===== src/shared/status_pkg.sv =====
/*
  Constants, command codes and field positions shared by the status
  reporting block and its event latch.
  Assumes a single clock and an asynchronous active-low power-on reset.
*/
package status_pkg;

  localparam int unsigned BYTE_W = 8;

  // Standard event bit positions
  localparam int unsigned EV_OPC = 0;
  localparam int unsigned EV_REQ_CTRL = 1;
  localparam int unsigned EV_QUERY_ERR = 2;
  localparam int unsigned EV_DEV_ERR = 3;
  localparam int unsigned EV_EXEC_ERR = 4;
  localparam int unsigned EV_CMD_ERR = 5;
  localparam int unsigned EV_USER_REQ = 6;
  localparam int unsigned EV_POWER_ON = 7;

  // Summary byte bit positions
  localparam int unsigned SB_MAV = 4;
  localparam int unsigned SB_ESB = 5;
  localparam int unsigned SB_RQS = 6;

  // Service request mask: bit 6 never stored
  localparam logic [7:0] SRQ_WRITE_MASK = 8'hbf;
  // Mask positions that take part in the request
  localparam logic [7:0] SRQ_ACTIVE_MASK = 8'h30;

  localparam logic [7:0] EVENT_RESET = 8'h00;
  localparam logic [7:0] EVENT_MASK_RESET = 8'h00;
  localparam logic [7:0] SRQ_MASK_RESET = 8'h00;
  localparam logic [7:0] BYTE_ZERO = 8'h00;
  localparam logic [11:0] BCD_ZERO = 12'h000;

  localparam logic [7:0] DEC_HUNDRED = 8'h64;
  localparam logic [7:0] DEC_TEN = 8'h0a;

  // Command codes on the command port
  typedef enum logic [3:0] {
    CMD_CLEAR_STATUS = 4'h1,
    CMD_EVENT_MASK_WR = 4'h2,
    CMD_EVENT_MASK_RD = 4'h3,
    CMD_EVENT_RD = 4'h4,
    CMD_SRQ_MASK_WR = 4'h5,
    CMD_SRQ_MASK_RD = 4'h6,
    CMD_STATUS_RD = 4'h7,
    CMD_OP_COMPLETE = 4'h8,
    CMD_RESET = 4'h9,
    CMD_DEVICE_CLEAR = 4'ha
  } cmd_t;

  typedef enum logic {
    OPC_IDLE,
    OPC_WAIT
  } opc_state_t;

endpackage

===== src/shared/event_if.sv =====
/*
  Carrier between the status block and its standard event latch.
  Assumes both ends run on the same clock.
*/
interface event_if;
  logic [7:0] set_bits;
  logic clear;
  logic [7:0] held;

  modport ctrl (
    output set_bits,
    output clear,
    input held
  );

  modport store (
    input set_bits,
    input clear,
    output held
  );
endinterface


===== src/logic/event_latch.sv =====
/*
  Sticky event register, one flip-flop per bit.
  Assumes set requests are one-cycle pulses or levels from the owner.
*/
module event_latch #(
  parameter int unsigned WIDTH = status_pkg::BYTE_W
) (
  input wire logic ref_clk_in,
  input wire logic rst_n_in,
  event_if.store ev
);

  // ==========================================================
  // Per-bit latches
  genvar i;
  generate
    for (i = 0; i < WIDTH; i++) begin : g_bit
      always_ff @(posedge ref_clk_in or negedge rst_n_in) begin
        if (!rst_n_in) begin
          ev.held[i] <= status_pkg::EVENT_RESET[i];
        end else if (ev.set_bits[i]) begin
          ev.held[i] <= 1'b1;
        end else if (ev.clear) begin
          ev.held[i] <= 1'b0;
        end
      end
    end
  endgenerate

endmodule


===== src/logic/status_reporting_service_request.sv =====
/*
  Status reporting and service request logic: standard event register
  with its mask, status summary byte, service request mask, request
  service flag and serial poll answer.
  Assumes the command parser delivers decoded commands as one-cycle
  strobes and that error and local-control inputs are one-cycle pulses.
*/
module status_reporting_service_request (
  input wire logic ref_clk_in,
  input wire logic rst_n_in,
  input wire logic cmd_valid_in,
  input wire logic [3:0] cmd_code_in,
  input wire logic [7:0] cmd_data_in,
  input wire logic spoll_in,
  input wire logic ops_pending_in,
  input wire logic oq_not_empty_in,
  input wire logic oq_pending_in,
  input wire logic oq_read_in,
  input wire logic dev_err_in,
  input wire logic exec_err_in,
  input wire logic cmd_err_in,
  input wire logic local_ctrl_in,
  output logic rsp_valid_out,
  output logic [7:0] rsp_value_out,
  output logic [11:0] rsp_bcd_out,
  output logic poll_valid_out,
  output logic [7:0] poll_byte_out,
  output logic [7:0] status_byte_out,
  output logic srq_out,
  output logic oq_flush_out,
  output logic opc_busy_out
);

  // ==========================================================
  // Decimal conversion
  function automatic logic [11:0] to_bcd(input logic [7:0] v);
    logic [7:0] hund;
    logic [7:0] rest;
    logic [7:0] tens;
    logic [7:0] ones;
    hund = v / status_pkg::DEC_HUNDRED;
    rest = v % status_pkg::DEC_HUNDRED;
    tens = rest / status_pkg::DEC_TEN;
    ones = rest % status_pkg::DEC_TEN;
    return {hund[3:0], tens[3:0], ones[3:0]};
  endfunction

  // ==========================================================
  // Command decode
  status_pkg::cmd_t cmd;
  logic do_clear_status;
  logic do_event_mask_wr;
  logic do_event_mask_rd;
  logic do_event_rd;
  logic do_srq_mask_wr;
  logic do_srq_mask_rd;
  logic do_status_rd;
  logic do_op_complete;
  logic do_device_clear;
  logic bad_cmd;

  assign cmd = status_pkg::cmd_t'(cmd_code_in);

  always_comb begin
    do_clear_status = 1'b0;
    do_event_mask_wr = 1'b0;
    do_event_mask_rd = 1'b0;
    do_event_rd = 1'b0;
    do_srq_mask_wr = 1'b0;
    do_srq_mask_rd = 1'b0;
    do_status_rd = 1'b0;
    do_op_complete = 1'b0;
    do_device_clear = 1'b0;
    bad_cmd = 1'b0;
    if (cmd_valid_in) begin
      unique case (cmd)
        status_pkg::CMD_CLEAR_STATUS: begin
          do_clear_status = 1'b1;
        end
        status_pkg::CMD_EVENT_MASK_WR: begin
          do_event_mask_wr = 1'b1;
        end
        status_pkg::CMD_EVENT_MASK_RD: begin
          do_event_mask_rd = 1'b1;
        end
        status_pkg::CMD_EVENT_RD: begin
          do_event_rd = 1'b1;
        end
        status_pkg::CMD_SRQ_MASK_WR: begin
          do_srq_mask_wr = 1'b1;
        end
        status_pkg::CMD_SRQ_MASK_RD: begin
          do_srq_mask_rd = 1'b1;
        end
        status_pkg::CMD_STATUS_RD: begin
          do_status_rd = 1'b1;
        end
        status_pkg::CMD_OP_COMPLETE: begin
          do_op_complete = 1'b1;
        end
        status_pkg::CMD_RESET: begin
        end
        status_pkg::CMD_DEVICE_CLEAR: begin
          do_device_clear = 1'b1;
        end
        default: begin
          bad_cmd = 1'b1;
        end
      endcase
    end
  end

  // ==========================================================
  // Mask registers
  logic [7:0] event_mask_q;
  logic [7:0] service_request_mask_q;

  always_ff @(posedge ref_clk_in or negedge rst_n_in) begin
    if (!rst_n_in) begin
      event_mask_q <= status_pkg::EVENT_MASK_RESET;
    end else if (do_event_mask_wr) begin
      event_mask_q <= cmd_data_in;
    end
  end

  always_ff @(posedge ref_clk_in or negedge rst_n_in) begin
    if (!rst_n_in) begin
      service_request_mask_q <= status_pkg::SRQ_MASK_RESET;
    end else if (do_srq_mask_wr) begin
      service_request_mask_q <= cmd_data_in & status_pkg::SRQ_WRITE_MASK;
    end
  end

  // ==========================================================
  // Operation complete tracking
  status_pkg::opc_state_t opc_state_q;
  status_pkg::opc_state_t opc_state_d;
  logic opc_done;

  always_comb begin
    opc_state_d = opc_state_q;
    opc_done = 1'b0;
    unique case (opc_state_q)
      status_pkg::OPC_IDLE: begin
        if (do_op_complete) begin
          opc_state_d = status_pkg::OPC_WAIT;
        end
      end
      status_pkg::OPC_WAIT: begin
        if (do_clear_status || do_device_clear) begin
          opc_state_d = status_pkg::OPC_IDLE;
        end else if (!ops_pending_in) begin
          opc_done = 1'b1;
          opc_state_d = status_pkg::OPC_IDLE;
        end
      end
    endcase
  end

  always_ff @(posedge ref_clk_in or negedge rst_n_in) begin
    if (!rst_n_in) begin
      opc_state_q <= status_pkg::OPC_IDLE;
    end else begin
      opc_state_q <= opc_state_d;
    end
  end

  always_ff @(posedge ref_clk_in or negedge rst_n_in) begin
    if (!rst_n_in) begin
      opc_busy_out <= 1'b0;
    end else begin
      opc_busy_out <= (opc_state_d == status_pkg::OPC_WAIT);
    end
  end

  // ==========================================================
  // Power-on marker
  logic power_on_q;

  always_ff @(posedge ref_clk_in or negedge rst_n_in) begin
    if (!rst_n_in) begin
      power_on_q <= 1'b1;
    end else begin
      power_on_q <= 1'b0;
    end
  end

  // ==========================================================
  // Standard event register
  event_if ev_bus ();
  logic [7:0] ev_set;
  logic query_err;

  assign query_err = oq_read_in && !oq_not_empty_in && !oq_pending_in;

  always_comb begin
    ev_set = status_pkg::EVENT_RESET;
    ev_set[status_pkg::EV_OPC] = opc_done;
    ev_set[status_pkg::EV_REQ_CTRL] = 1'b0;
    ev_set[status_pkg::EV_QUERY_ERR] = query_err;
    ev_set[status_pkg::EV_DEV_ERR] = dev_err_in;
    ev_set[status_pkg::EV_EXEC_ERR] = exec_err_in;
    ev_set[status_pkg::EV_CMD_ERR] = cmd_err_in || bad_cmd;
    ev_set[status_pkg::EV_USER_REQ] = local_ctrl_in;
    ev_set[status_pkg::EV_POWER_ON] = power_on_q;
  end

  assign ev_bus.set_bits = ev_set;
  assign ev_bus.clear = do_event_rd || do_clear_status;

  event_latch #(
    .WIDTH(status_pkg::BYTE_W)
  ) u_event_latch (
    .ref_clk_in(ref_clk_in),
    .rst_n_in(rst_n_in),
    .ev(ev_bus)
  );

  // ==========================================================
  // Summary byte
  logic mav;
  logic esb;
  logic mss;
  logic [7:0] summary_core;
  logic [7:0] summary_full;

  assign mav = oq_not_empty_in;
  assign esb = |(ev_bus.held & event_mask_q);

  always_comb begin
    summary_core = status_pkg::BYTE_ZERO;
    summary_core[status_pkg::SB_MAV] = mav;
    summary_core[status_pkg::SB_ESB] = esb;
  end

  // Only bits 4 and 5 count
  assign mss = |(summary_core & service_request_mask_q &
                 status_pkg::SRQ_ACTIVE_MASK);

  always_comb begin
    summary_full = summary_core;
    summary_full[status_pkg::SB_RQS] = mss;
  end

  always_ff @(posedge ref_clk_in or negedge rst_n_in) begin
    if (!rst_n_in) begin
      status_byte_out <= status_pkg::BYTE_ZERO;
    end else begin
      status_byte_out <= summary_full;
    end
  end

  // ==========================================================
  // Request service flag
  logic mss_prev_q;
  logic rqs_q;

  always_ff @(posedge ref_clk_in or negedge rst_n_in) begin
    if (!rst_n_in) begin
      mss_prev_q <= 1'b0;
    end else begin
      mss_prev_q <= mss;
    end
  end

  // New reason sets, poll clears, set wins
  always_ff @(posedge ref_clk_in or negedge rst_n_in) begin
    if (!rst_n_in) begin
      rqs_q <= 1'b0;
    end else if (mss && !mss_prev_q) begin
      rqs_q <= 1'b1;
    end else if (spoll_in || !mss) begin
      rqs_q <= 1'b0;
    end
  end

  always_ff @(posedge ref_clk_in or negedge rst_n_in) begin
    if (!rst_n_in) begin
      srq_out <= 1'b0;
    end else begin
      srq_out <= rqs_q && !spoll_in || (mss && !mss_prev_q);
    end
  end

  // ==========================================================
  // Serial poll answer
  // Poll carries request form
  always_ff @(posedge ref_clk_in or negedge rst_n_in) begin
    if (!rst_n_in) begin
      poll_valid_out <= 1'b0;
      poll_byte_out <= status_pkg::BYTE_ZERO;
    end else begin
      poll_valid_out <= spoll_in;
      if (spoll_in) begin
        poll_byte_out <= summary_core |
          ({7'h00, rqs_q} << status_pkg::SB_RQS);
      end
    end
  end

  // ==========================================================
  // Query answers
  logic rsp_hit;
  logic [7:0] rsp_value;

  always_comb begin
    rsp_hit = 1'b1;
    rsp_value = status_pkg::BYTE_ZERO;
    if (do_event_mask_rd) begin
      rsp_value = event_mask_q;
    end else if (do_event_rd) begin
      rsp_value = ev_bus.held;
    end else if (do_srq_mask_rd) begin
      rsp_value = service_request_mask_q;
    end else if (do_status_rd) begin
      rsp_value = summary_full;
    end else begin
      rsp_hit = 1'b0;
    end
  end

  always_ff @(posedge ref_clk_in or negedge rst_n_in) begin
    if (!rst_n_in) begin
      rsp_valid_out <= 1'b0;
      rsp_value_out <= status_pkg::BYTE_ZERO;
      rsp_bcd_out <= status_pkg::BCD_ZERO;
    end else begin
      rsp_valid_out <= rsp_hit;
      if (rsp_hit) begin
        rsp_value_out <= rsp_value;
        rsp_bcd_out <= to_bcd(rsp_value);
      end
    end
  end

  // ==========================================================
  // Output queue flush
  // Clear-status discards replies
  always_ff @(posedge ref_clk_in or negedge rst_n_in) begin
    if (!rst_n_in) begin
      oq_flush_out <= 1'b0;
    end else begin
      oq_flush_out <= do_clear_status || do_device_clear;
    end
  end

endmodule


===== config.mk =====
export PLATFORM = sky130hd
export DESIGN_NAME = status_reporting_service_request
export DESIGN_NICKNAME = d
export VERILOG_FILES = /design/src/shared/status_pkg.sv /design/src/shared/event_if.sv /design/src/logic/event_latch.sv /design/src/logic/status_reporting_service_request.sv
export SDC_FILE = /design/constraint.sdc
export NUM_CORES = 1
export LEC_CHECK = 0
export CAP_MARGIN = 20
export CORE_MARGIN = 2
export CORE_UTILIZATION = 58
export DETAILED_ROUTE_END_ITERATION = 10
export DONT_BUFFER_PORTS = 1
export GPL_ROUTABILITY_DRIVEN = 0
export HOLD_SLACK_MARGIN = 0.08
export PLACE_DENSITY = 0.79
export SKIP_LAST_GASP = 1
export SYNTH_ARGS = -nofsm -noshare
export SYNTH_HDL_FRONTEND = slang
export SYNTH_HIERARCHICAL = 1
export SYNTH_SLANG_ARGS = --single-unit
export TNS_END_PERCENT = 10

===== constraint.sdc =====
create_clock -name ref_clk_in -period 3.53 [get_ports ref_clk_in]
set_clock_uncertainty 0.15 [all_clocks]
set_input_delay 0.1765 -clock ref_clk_in [delete_from_list [all_inputs] [get_ports ref_clk_in]]
set_output_delay 0.1765 -clock ref_clk_in [all_outputs]
set_load 0.01 [all_outputs]

==> summary.txt, run 1 <==
Timing
  – Slew HR: roughly 52%
  – # setup viols final: 4
  – RSZ-0062 raised after global routing: true
  – Final slew viol count: 0
  – Final worst slack: -0.339 ns
  – Period utilization: 110%
  – Max Fclk: about 260 MHz
  – Final Hold Fails: 0
  – Setup tns final: -1.27 ns
  – Slew @ Worst Pin: 0.719 ns
  – Fin crit period: 3.87 ns

Worst setup path
  – WP buf/inv: 4
  – Worst setup SP type: register
  – CP max stage delay: 0.37 ns
  – Worst-path cell chain: nor2b_1 -> o22ai_2 -> a22oi_2 -> nor2_2 -> inv_2 -> ha_4 -> a211oi_4 -> o21ai_4 -> buf_6 -> a31oi_2 -> buf_4 -> nand4_1 -> o211ai_1 -> o211ai_1 -> a2bb2oi_2 -> xnor2_2 -> buf_4 -> mux2i_1 -> o221a_1
  – CP required: 3.60 ns
  – Crit path max-delay family: compound AO/OA/AOI/OAI gates
  – Max Fanout on Critical Path: 6
  – Arr. time, crit path: just under 4 ns
  – CP max stage cell: dfrtp_1
  – Critical Path End Type: register
  – Critical path type: reg2reg
  – Crit path launch: service_request_mask_q[4]
  – Reg2reg start: service_request_mask_q[4]

Route
  – Routed Antenna Nets: 0
  – Via count: ~3,700
  – # DRC: 0
  – WL per Instance: 21.3 µm
  – Vias/cell: 6.69
  – First-iteration detailed-routing DRC count: roughly 410
  – First-pass iteration count of the detailed router: 5
  – Final WL: roughly 12,000 µm

Placement
  – PortBufs: 0
  – Setup WS pre-CTS: -0.291 ns
  – DP HPWL: around 7300 µm
  – Placed inst area: 3990 µm²

Finish
  – NumNets Final: about 500
  – Area Overhead vs Synth: 36.4%
  – Diode count: 0
  – Design area: around 4700 µm²
  – Share of cells above drive strength 1: 36.7%
  – Final core utilization: 81.1%

Power
  – Sw Ratio: between 30% and 40%
  – VDD IR-drop max: 302 µV
  – Pwr Total: 1.76 mW
  – Pint: 1.14 mW
  – Sequential share of power: 48.4%
  – Clock share of power: a little over a fifth
  – NetSw: between 0.6 and 0.7 mW
  – Logic pwr share: between 20 and 30%
  – PwrDens: ~370 nW/µm²
  – Leak: 2.07 nW

GRT
  – Met2 Track Usage GR: 63.8%
  – First-pass GRT wire length: 17,900 µm
  – Initial antenna violation count: 0
  – Largest net degree at the start of global routing: 54
  – Vias in the first global route: 3,658
  – M3 GR Usage: 7.14%
  – Global Route Usage Sum: 35.5%
  – Overflow left after global routing: 0
  – Most Crowded Layer GR: met2
  – Met1 Usage GRT: about 40%

Synth
  – Syn avg cell area: between 9 and 10 µm²
  – Register area share after synthesis: 38.1%
  – Top cells by area, synth: dfrtp_1, mux2_2, nand2_1, buf_4, o21ai_0
  – Synth Register Bits: 53
  – Top-count cell post-synth: dfrtp_1
  – Synth cell types: 76
  – Cells after Synth: 371
  – Asr flop ratio synth: 100%
  – Ys Warns: 6
  – Dominant cell type by area after synthesis: dfrtp_1
  – Netlist area before placement: 3480 µm²
  – Dominant synthesized flop cell: dfrtp_1
  – Synth top area share: 37.4%
  – EDFF count, synth: 0
  – Synth top cells by count: dfrtp_1, nand2_1, nor2_1, o21ai_0

Floorplan
  – Die X: 81.5 µm
  – Die H: between 80 and 90 µm
  – Die area: 6640 µm²
  – Initial Util: roughly 59%
  – Core area: 5850 µm²
  – # rows: 28
  – I/O Pins: 65

Clock tree
  – CTS root buffer: clkbuf_8
  – Clock Path Buffers: 2
  – H-tree depth: 2
  – Clock sink count: 53
  – Num CTS Buffers: 5
  – CTS tree: done
  – Clk slew on worst S/H paths: between 0.1 and 0.15 ns
  – Clock insertion delay at the later pin of the skew report: 0.33 ns

Hold path
  – Critical hold path startpoint: cmd_code_in[1]
  – Hold Path Class: in2reg

Outcome
  – Failing checks: negative setup slack
  – Status: complete, but fails checks

Job
  – Max_cap viols: 0
[worst paths after layout]
| path | endpoint | slack (ns) | cells after the start |
|---|---|---|---|
| min | rsp_value_out[1] | 0.13 | 4 |
| max reg2reg | rsp_bcd_out[1] | -0.34 | 19 |
| min in group asynchronous | rsp_valid_out | 0.20 | 2 |
| min reg2reg | service_request_mask_q[1] | 0.37 | 1 |
| max in group asynchronous | power_on_q | 2.73 | 2 |
| max | rsp_bcd_out[1] | -0.34 | 19 |
[cell usage in the layout, fill, tap and decap left out, types with 4 or more instances in the layout]
cell type	instances
mux2i_1	8
o211ai_1	9
a21o_1	12
dfrtp_1	52
clkbuf_8	5
o31ai_1	4
and3_1	4
conb_1	14
a21oi_1	15
nor2b_1	5
nor3_1	5
mux2_2	19
dlygate4sd3_1	25
nand2_1	43
buf_4	76
buf_6	6
o21ai_1	5
o21ai_0	15
a22oi_2	4
inv_1	5
a221o_1	4
nor2_1	24
[through the flow]
stage | hold slack [ns] | std cells
floorplan | -0.269 | 384
CTS | 0.102 | 541
global placement | -0.268 | 490
finish | 0.128 | 547
detailed placement | -0.268 | 490
global route | 0.136 | 547
[power groups by stage]
stage	clock network, mW	logic [mW]	registers, mW
floorplan	0	0.296	0.832
global placement	0	0.371	0.853
detailed placement	0	0.390	0.860
CTS	0.385	0.483	0.849
global route	0.407	0.559	0.866
finish	0.385	0.521	0.851
[metal layers]
metal	part of all wire, %	wire length, µm
met3	7.9	918
met5	0	0
met4	4.6	534
met1	36	4220
met2	51	5970
[worst reg2reg max path, cell delays in order, from the launching register on]
cell,delay (ns)
dfrtp_1,0.37
nor2b_1,0.06
o22ai_2,0.21
a22oi_2,0.09
nor2_2,0.15
inv_2,0.08
ha_4,0.17
a211oi_4,0.32
o21ai_4,0.14
buf_6,0.15
a31oi_2,0.29
buf_4,0.20
nand4_1,0.11
o211ai_1,0.29
o211ai_1,0.16
a2bb2oi_2,0.22
xnor2_2,0.16
buf_4,0.15
mux2i_1,0.06
o221a_1,0.25
[state kept, by name, indices dropped and copies added (netlist names)]
signal	cells
service_request_mask_q	7
rsp_bcd_out	9
rqs_q	1
u_event_latch/ev.held	8
oq_flush_out	1
srq_out	1
event_mask_q	8
rsp_valid_out	1
poll_byte_out	3
poll_valid_out	1
status_byte_out	3
rsp_value_out	8
power_on_q	1
opc_busy_out	1
[final cells by class]
cell class	count	area, µm²
multi-input cells	294	2250
flip-flops and latches	53	1330
fillers	345	1100
repair buffers	109	936
well taps	75	93.8
clock buffers	5	68.8
inverters	8	35.0
clock inverters	3	33.8
[cells by family after synthesis]
kind of cell	Yosys count	share of synthesized area, %
and+or+nand+nor	115	16.8
muxes	28	8.84
DFF	53	38.1
AOI/OAI and AO/OA	134	29.3
xor gates and xnor gates	1	0.252
buffers and inverters	38	6.22
adders and majority gates	1	0.359
other	1	0.108
[repair_timing]
| action | 4_1_cts | 5_1_grt |
|---|---|---|
| hold buffers | 26 | 0 |
| buffers inserted | 16 | 6 |
| endpoints found under the setup margin | 4 | 5 |
| pin swaps | 22 | 14 |
| gates resized for setup | 28 | 12 |
| endpoints found under the hold margin | 85 | 0 |
| cloned | 1 | 0 |
Note: power is estimated with default switching activity, not from simulation.
==> run 2: changes to the inputs <==
Settings changed: CELL_PAD_IN_SITES_DETAIL_PLACEMENT set to 1, CELL_PAD_IN_SITES_GLOBAL_PLACEMENT set to 2, CORE_UTILIZATION 58 to 35, PLACE_DENSITY 0.79 to 0.78.
==> run 2 against run 1 <==
  * Non-clock buffer count up 8
  * Sequential power about the same
  * Combinational power down 3%
  * Critical path type unchanged
  * Worst setup slack better by 0.12 ns
  * Power down 3.4%
  * The run still ends with negative setup slack left
  * Register-to-register slack better by 0.12 ns
  * Die area up 62%
  * Worst hold slack worse by 0.030 ns
  * Wire length up 0.10%
  * Global-route usage down 14 points
==> summary.txt, run 2 (same netlist as run 1, synthesis figures left out) <==
Floorplan
  – # rows: 36 (was 28)
  – Die X: 104 µm (was 81.5 µm)
  – I/O Pins: 65 (unchanged)
  – Core area: 9730 µm² (was 5850 µm²)
  – Die area: 10,800 µm² (was 6640 µm²)
  – Die H: 104 µm (was 81.5 µm)
  – Initial Util: 35.8% (was 59.5%)

Worst setup path
  – CP max stage delay: 0.43 ns (was 0.37 ns)
  – Critical path type: reg2reg (unchanged)
  – Top cell by count, worst path: a32oi_2
  – CP max stage cell: dfrtp_1 (unchanged)
  – Critical Path End Type: register (unchanged)
  – FF-to-FF path depth: 16 (was 19)
  – Arr. time, crit path: 3.80 ns (was 3.94 ns)
  – CP required: 3.58 ns (was 3.60 ns)
  – Worst setup SP type: register (unchanged)
  – Worst-path cell chain: mux2i_2 -> nor2_2 -> nor2_4 -> clkinv_4 -> ha_4 -> a211oi_4 -> a21boi_4 -> buf_4 -> o2111ai_2 -> a32oi_2 -> a32oi_2 -> a32oi_1 -> a2bb2oi_2 -> xnor2_2 -> nand2_1 -> a221o_1 (was nor2b_1 -> o22ai_2 -> a22oi_2 -> nor2_2 -> inv_2 -> ha_4 -> a211oi_4 -> o21ai_4 -> buf_6 -> a31oi_2 -> buf_4 -> nand4_1 -> o211ai_1 -> o211ai_1 -> a2bb2oi_2 -> xnor2_2 -> buf_4 -> mux2i_1 -> o221a_1)
  – Max Fanout on Critical Path: 4 (was 6)

Finish
  – Diode count: 0 (unchanged)
  – Largest register FFs: 9 (unchanged)
  – Most flop-heavy register: rsp_bcd_out (unchanged)
  – Share of cells above drive strength 1: 37.4% (was 36.7%)
  – Layout Cells excl Fill: 612 (was 547)
  – Commonest non-fill, non-tap cell in the layout: buf_4 (unchanged)
  – Area Overhead vs Synth: 39.1% (was 36.4%)
  – Most frequent cells in the layout: buf_4, dfrtp_1, nand2_1, dlygate4sd3_1, nor2_1 (unchanged)
  – NumNets Final: 503 (was 496)

Timing
  – Slew @ Worst Pin: 0.716 ns (was 0.719 ns)
  – Slew HR: 52.3% (was 51.6%)
  – Max Fclk: 267 MHz (was 258 MHz)
  – Final Hold Fails: 0 (unchanged)
  – Period utilization: 106% (was 110%)
  – Final worst slack: -0.214 ns (was -0.339 ns)
  – Fin crit period: 3.74 ns (was 3.87 ns)
  – RSZ-0062 raised after global routing: true (unchanged)
  – Final slew viol count: 0 (unchanged)
  – # setup viols final: 4 (unchanged)

Placement
  – Cells after DPL: 563 (was 490)
  – PortBufs: 0 (unchanged)
  – DP HPWL: 8560 µm (was 7250 µm)
  – Setup WS pre-CTS: -0.229 ns (was -0.291 ns)

Clock tree
  – Clk slew on worst S/H paths: 0.10 ns (was 0.11 ns)
  – Clock Path Buffers: 2 (unchanged)
  – CTS tree: done (unchanged)
  – Clock insertion delay at the later pin of the skew report: 0.31 ns (was 0.33 ns)
  – CTS root buffer: clkbuf_8 (unchanged)
  – Clock sink count: 53 (unchanged)
  – H-tree depth: 2 (unchanged)
  – Num CTS Buffers: 5 (unchanged)

Job
  – Max_cap viols: 0 (unchanged)

Route
  – First-iteration detailed-routing DRC count: 99 (was 412)
  – Final WL: 11,700 µm (was 11,600 µm)
  – Vias/cell: 5.58 (was 6.69)
  – # DRC: 0 (unchanged)
  – First-pass iteration count of the detailed router: 4 (was 5)
  – Via count: 3,414 (was 3,662)
  – WL per Instance: 19.0 µm (was 21.3 µm)
  – Routed Antenna Nets: 0 (unchanged)

GRT
  – Largest net degree at the start of global routing: 54 (unchanged)
  – Vias in the first global route: 3,604 (was 3,658)
  – First-pass GRT wire length: 18,700 µm (was 17,900 µm)
  – Initial antenna violation count: 0 (unchanged)
  – Global Route Usage Sum: 21.5% (was 35.5%)
  – Overflow left after global routing: 0 (unchanged)

Power
  – Pwr Total: 1.70 mW (was 1.76 mW)
  – VDD IR-drop max: 179 µV (was 302 µV)
  – Leak: 2.08 nW (was 2.07 nW)
  – PwrDens: 350 nW/µm² (was 370 nW/µm²)

Outcome
  – Status: complete, but fails checks (unchanged)
  – Failing checks: negative setup slack (unchanged)

Hold path
  – Hold Path Class: in2reg (unchanged)
  – Hold path depth: 3 (was 4)
==> run 2: repair_timing <==
item	CTS	global route
gates resized for setup	12	30
hold buffers	27	0
pin swaps	9	19
endpoints found under the hold margin	84	0
buffers inserted	6	8
endpoints found under the setup margin	4	4
==> run 2: per-layer routing <==
layer | track usage, % | up-vias | wire length [µm] | part of all wire, %
met4 | 7.43 | 0 | 341 | 2.9
li1 | - | 1591 | - | -
met1 | 24.7 | 1704 | 4710 | 40
met3 | 3.59 | 28 | 443 | 3.8
met5 | 0 | - | 0 | 0
met2 | 40.1 | 91 | 6170 | 53
==> run 2: metrics by stage <==
step / hold slack [ns] / instance area [µm²] / TNS (ns) / utilization, %
finish: 0.0988 / 4840 / -0.747 / 49.8
global route: 0.0914 / 4840 / -1.65 / 49.8
CTS: 0.0868 / 4670 / -0.302 / 48.0
detailed placement: -0.268 / 4190 / -0.877 / 43.0
global placement: -0.268 / 4190 / -0.300 / 43.0
floorplan: -0.269 / 3640 / -0.0803 / -
==> run 2: path summary, 6_finish.rpt <==
path,endpoint,start,slack (ns)
setup / recovery,rsp_bcd_out[3],service_request_mask_q[3],-0.21
hold / removal,u_event_latch/ev.held[0],ops_pending_in,0.1
setup reg to reg,rsp_bcd_out[3],service_request_mask_q[3],-0.21
hold reg to reg,service_request_mask_q[0],service_request_mask_q[0],0.36
max in group asynchronous,power_on_q,rst_n_in,2.71
min in group asynchronous,rsp_value_out[1],rst_n_in,0.22
==> run 2: worst max-delay path, delay by kind of cell, from the launching register on <==
family,cells,cell delay [ns]
fa+ha+maj,1,0.17
compound gates,8,1.89
simple gates,3,0.32
xor+xnor,1,0.23
mux,1,0.23
flops,1,0.43
buf+inv,2,0.21
==> run 2: power by group <==
group	internal (mW)	switching, mW
Sequential	0.726	0.126
Combinational	0.264	0.241
Clock	0.140	0.200
Total	1.13	0.567
==> run 2: cell type report <==
class | instances | area (µm²)
clock inverters | 2 | 15.0
clock buffers | 6 | 72.6
repair buffers | 117 | 992
multi-input cells | 293 | 2230
inverters | 8 | 35.0
flip-flops and latches | 53 | 1330
fillers | 1142 | 4890
well taps | 133 | 166
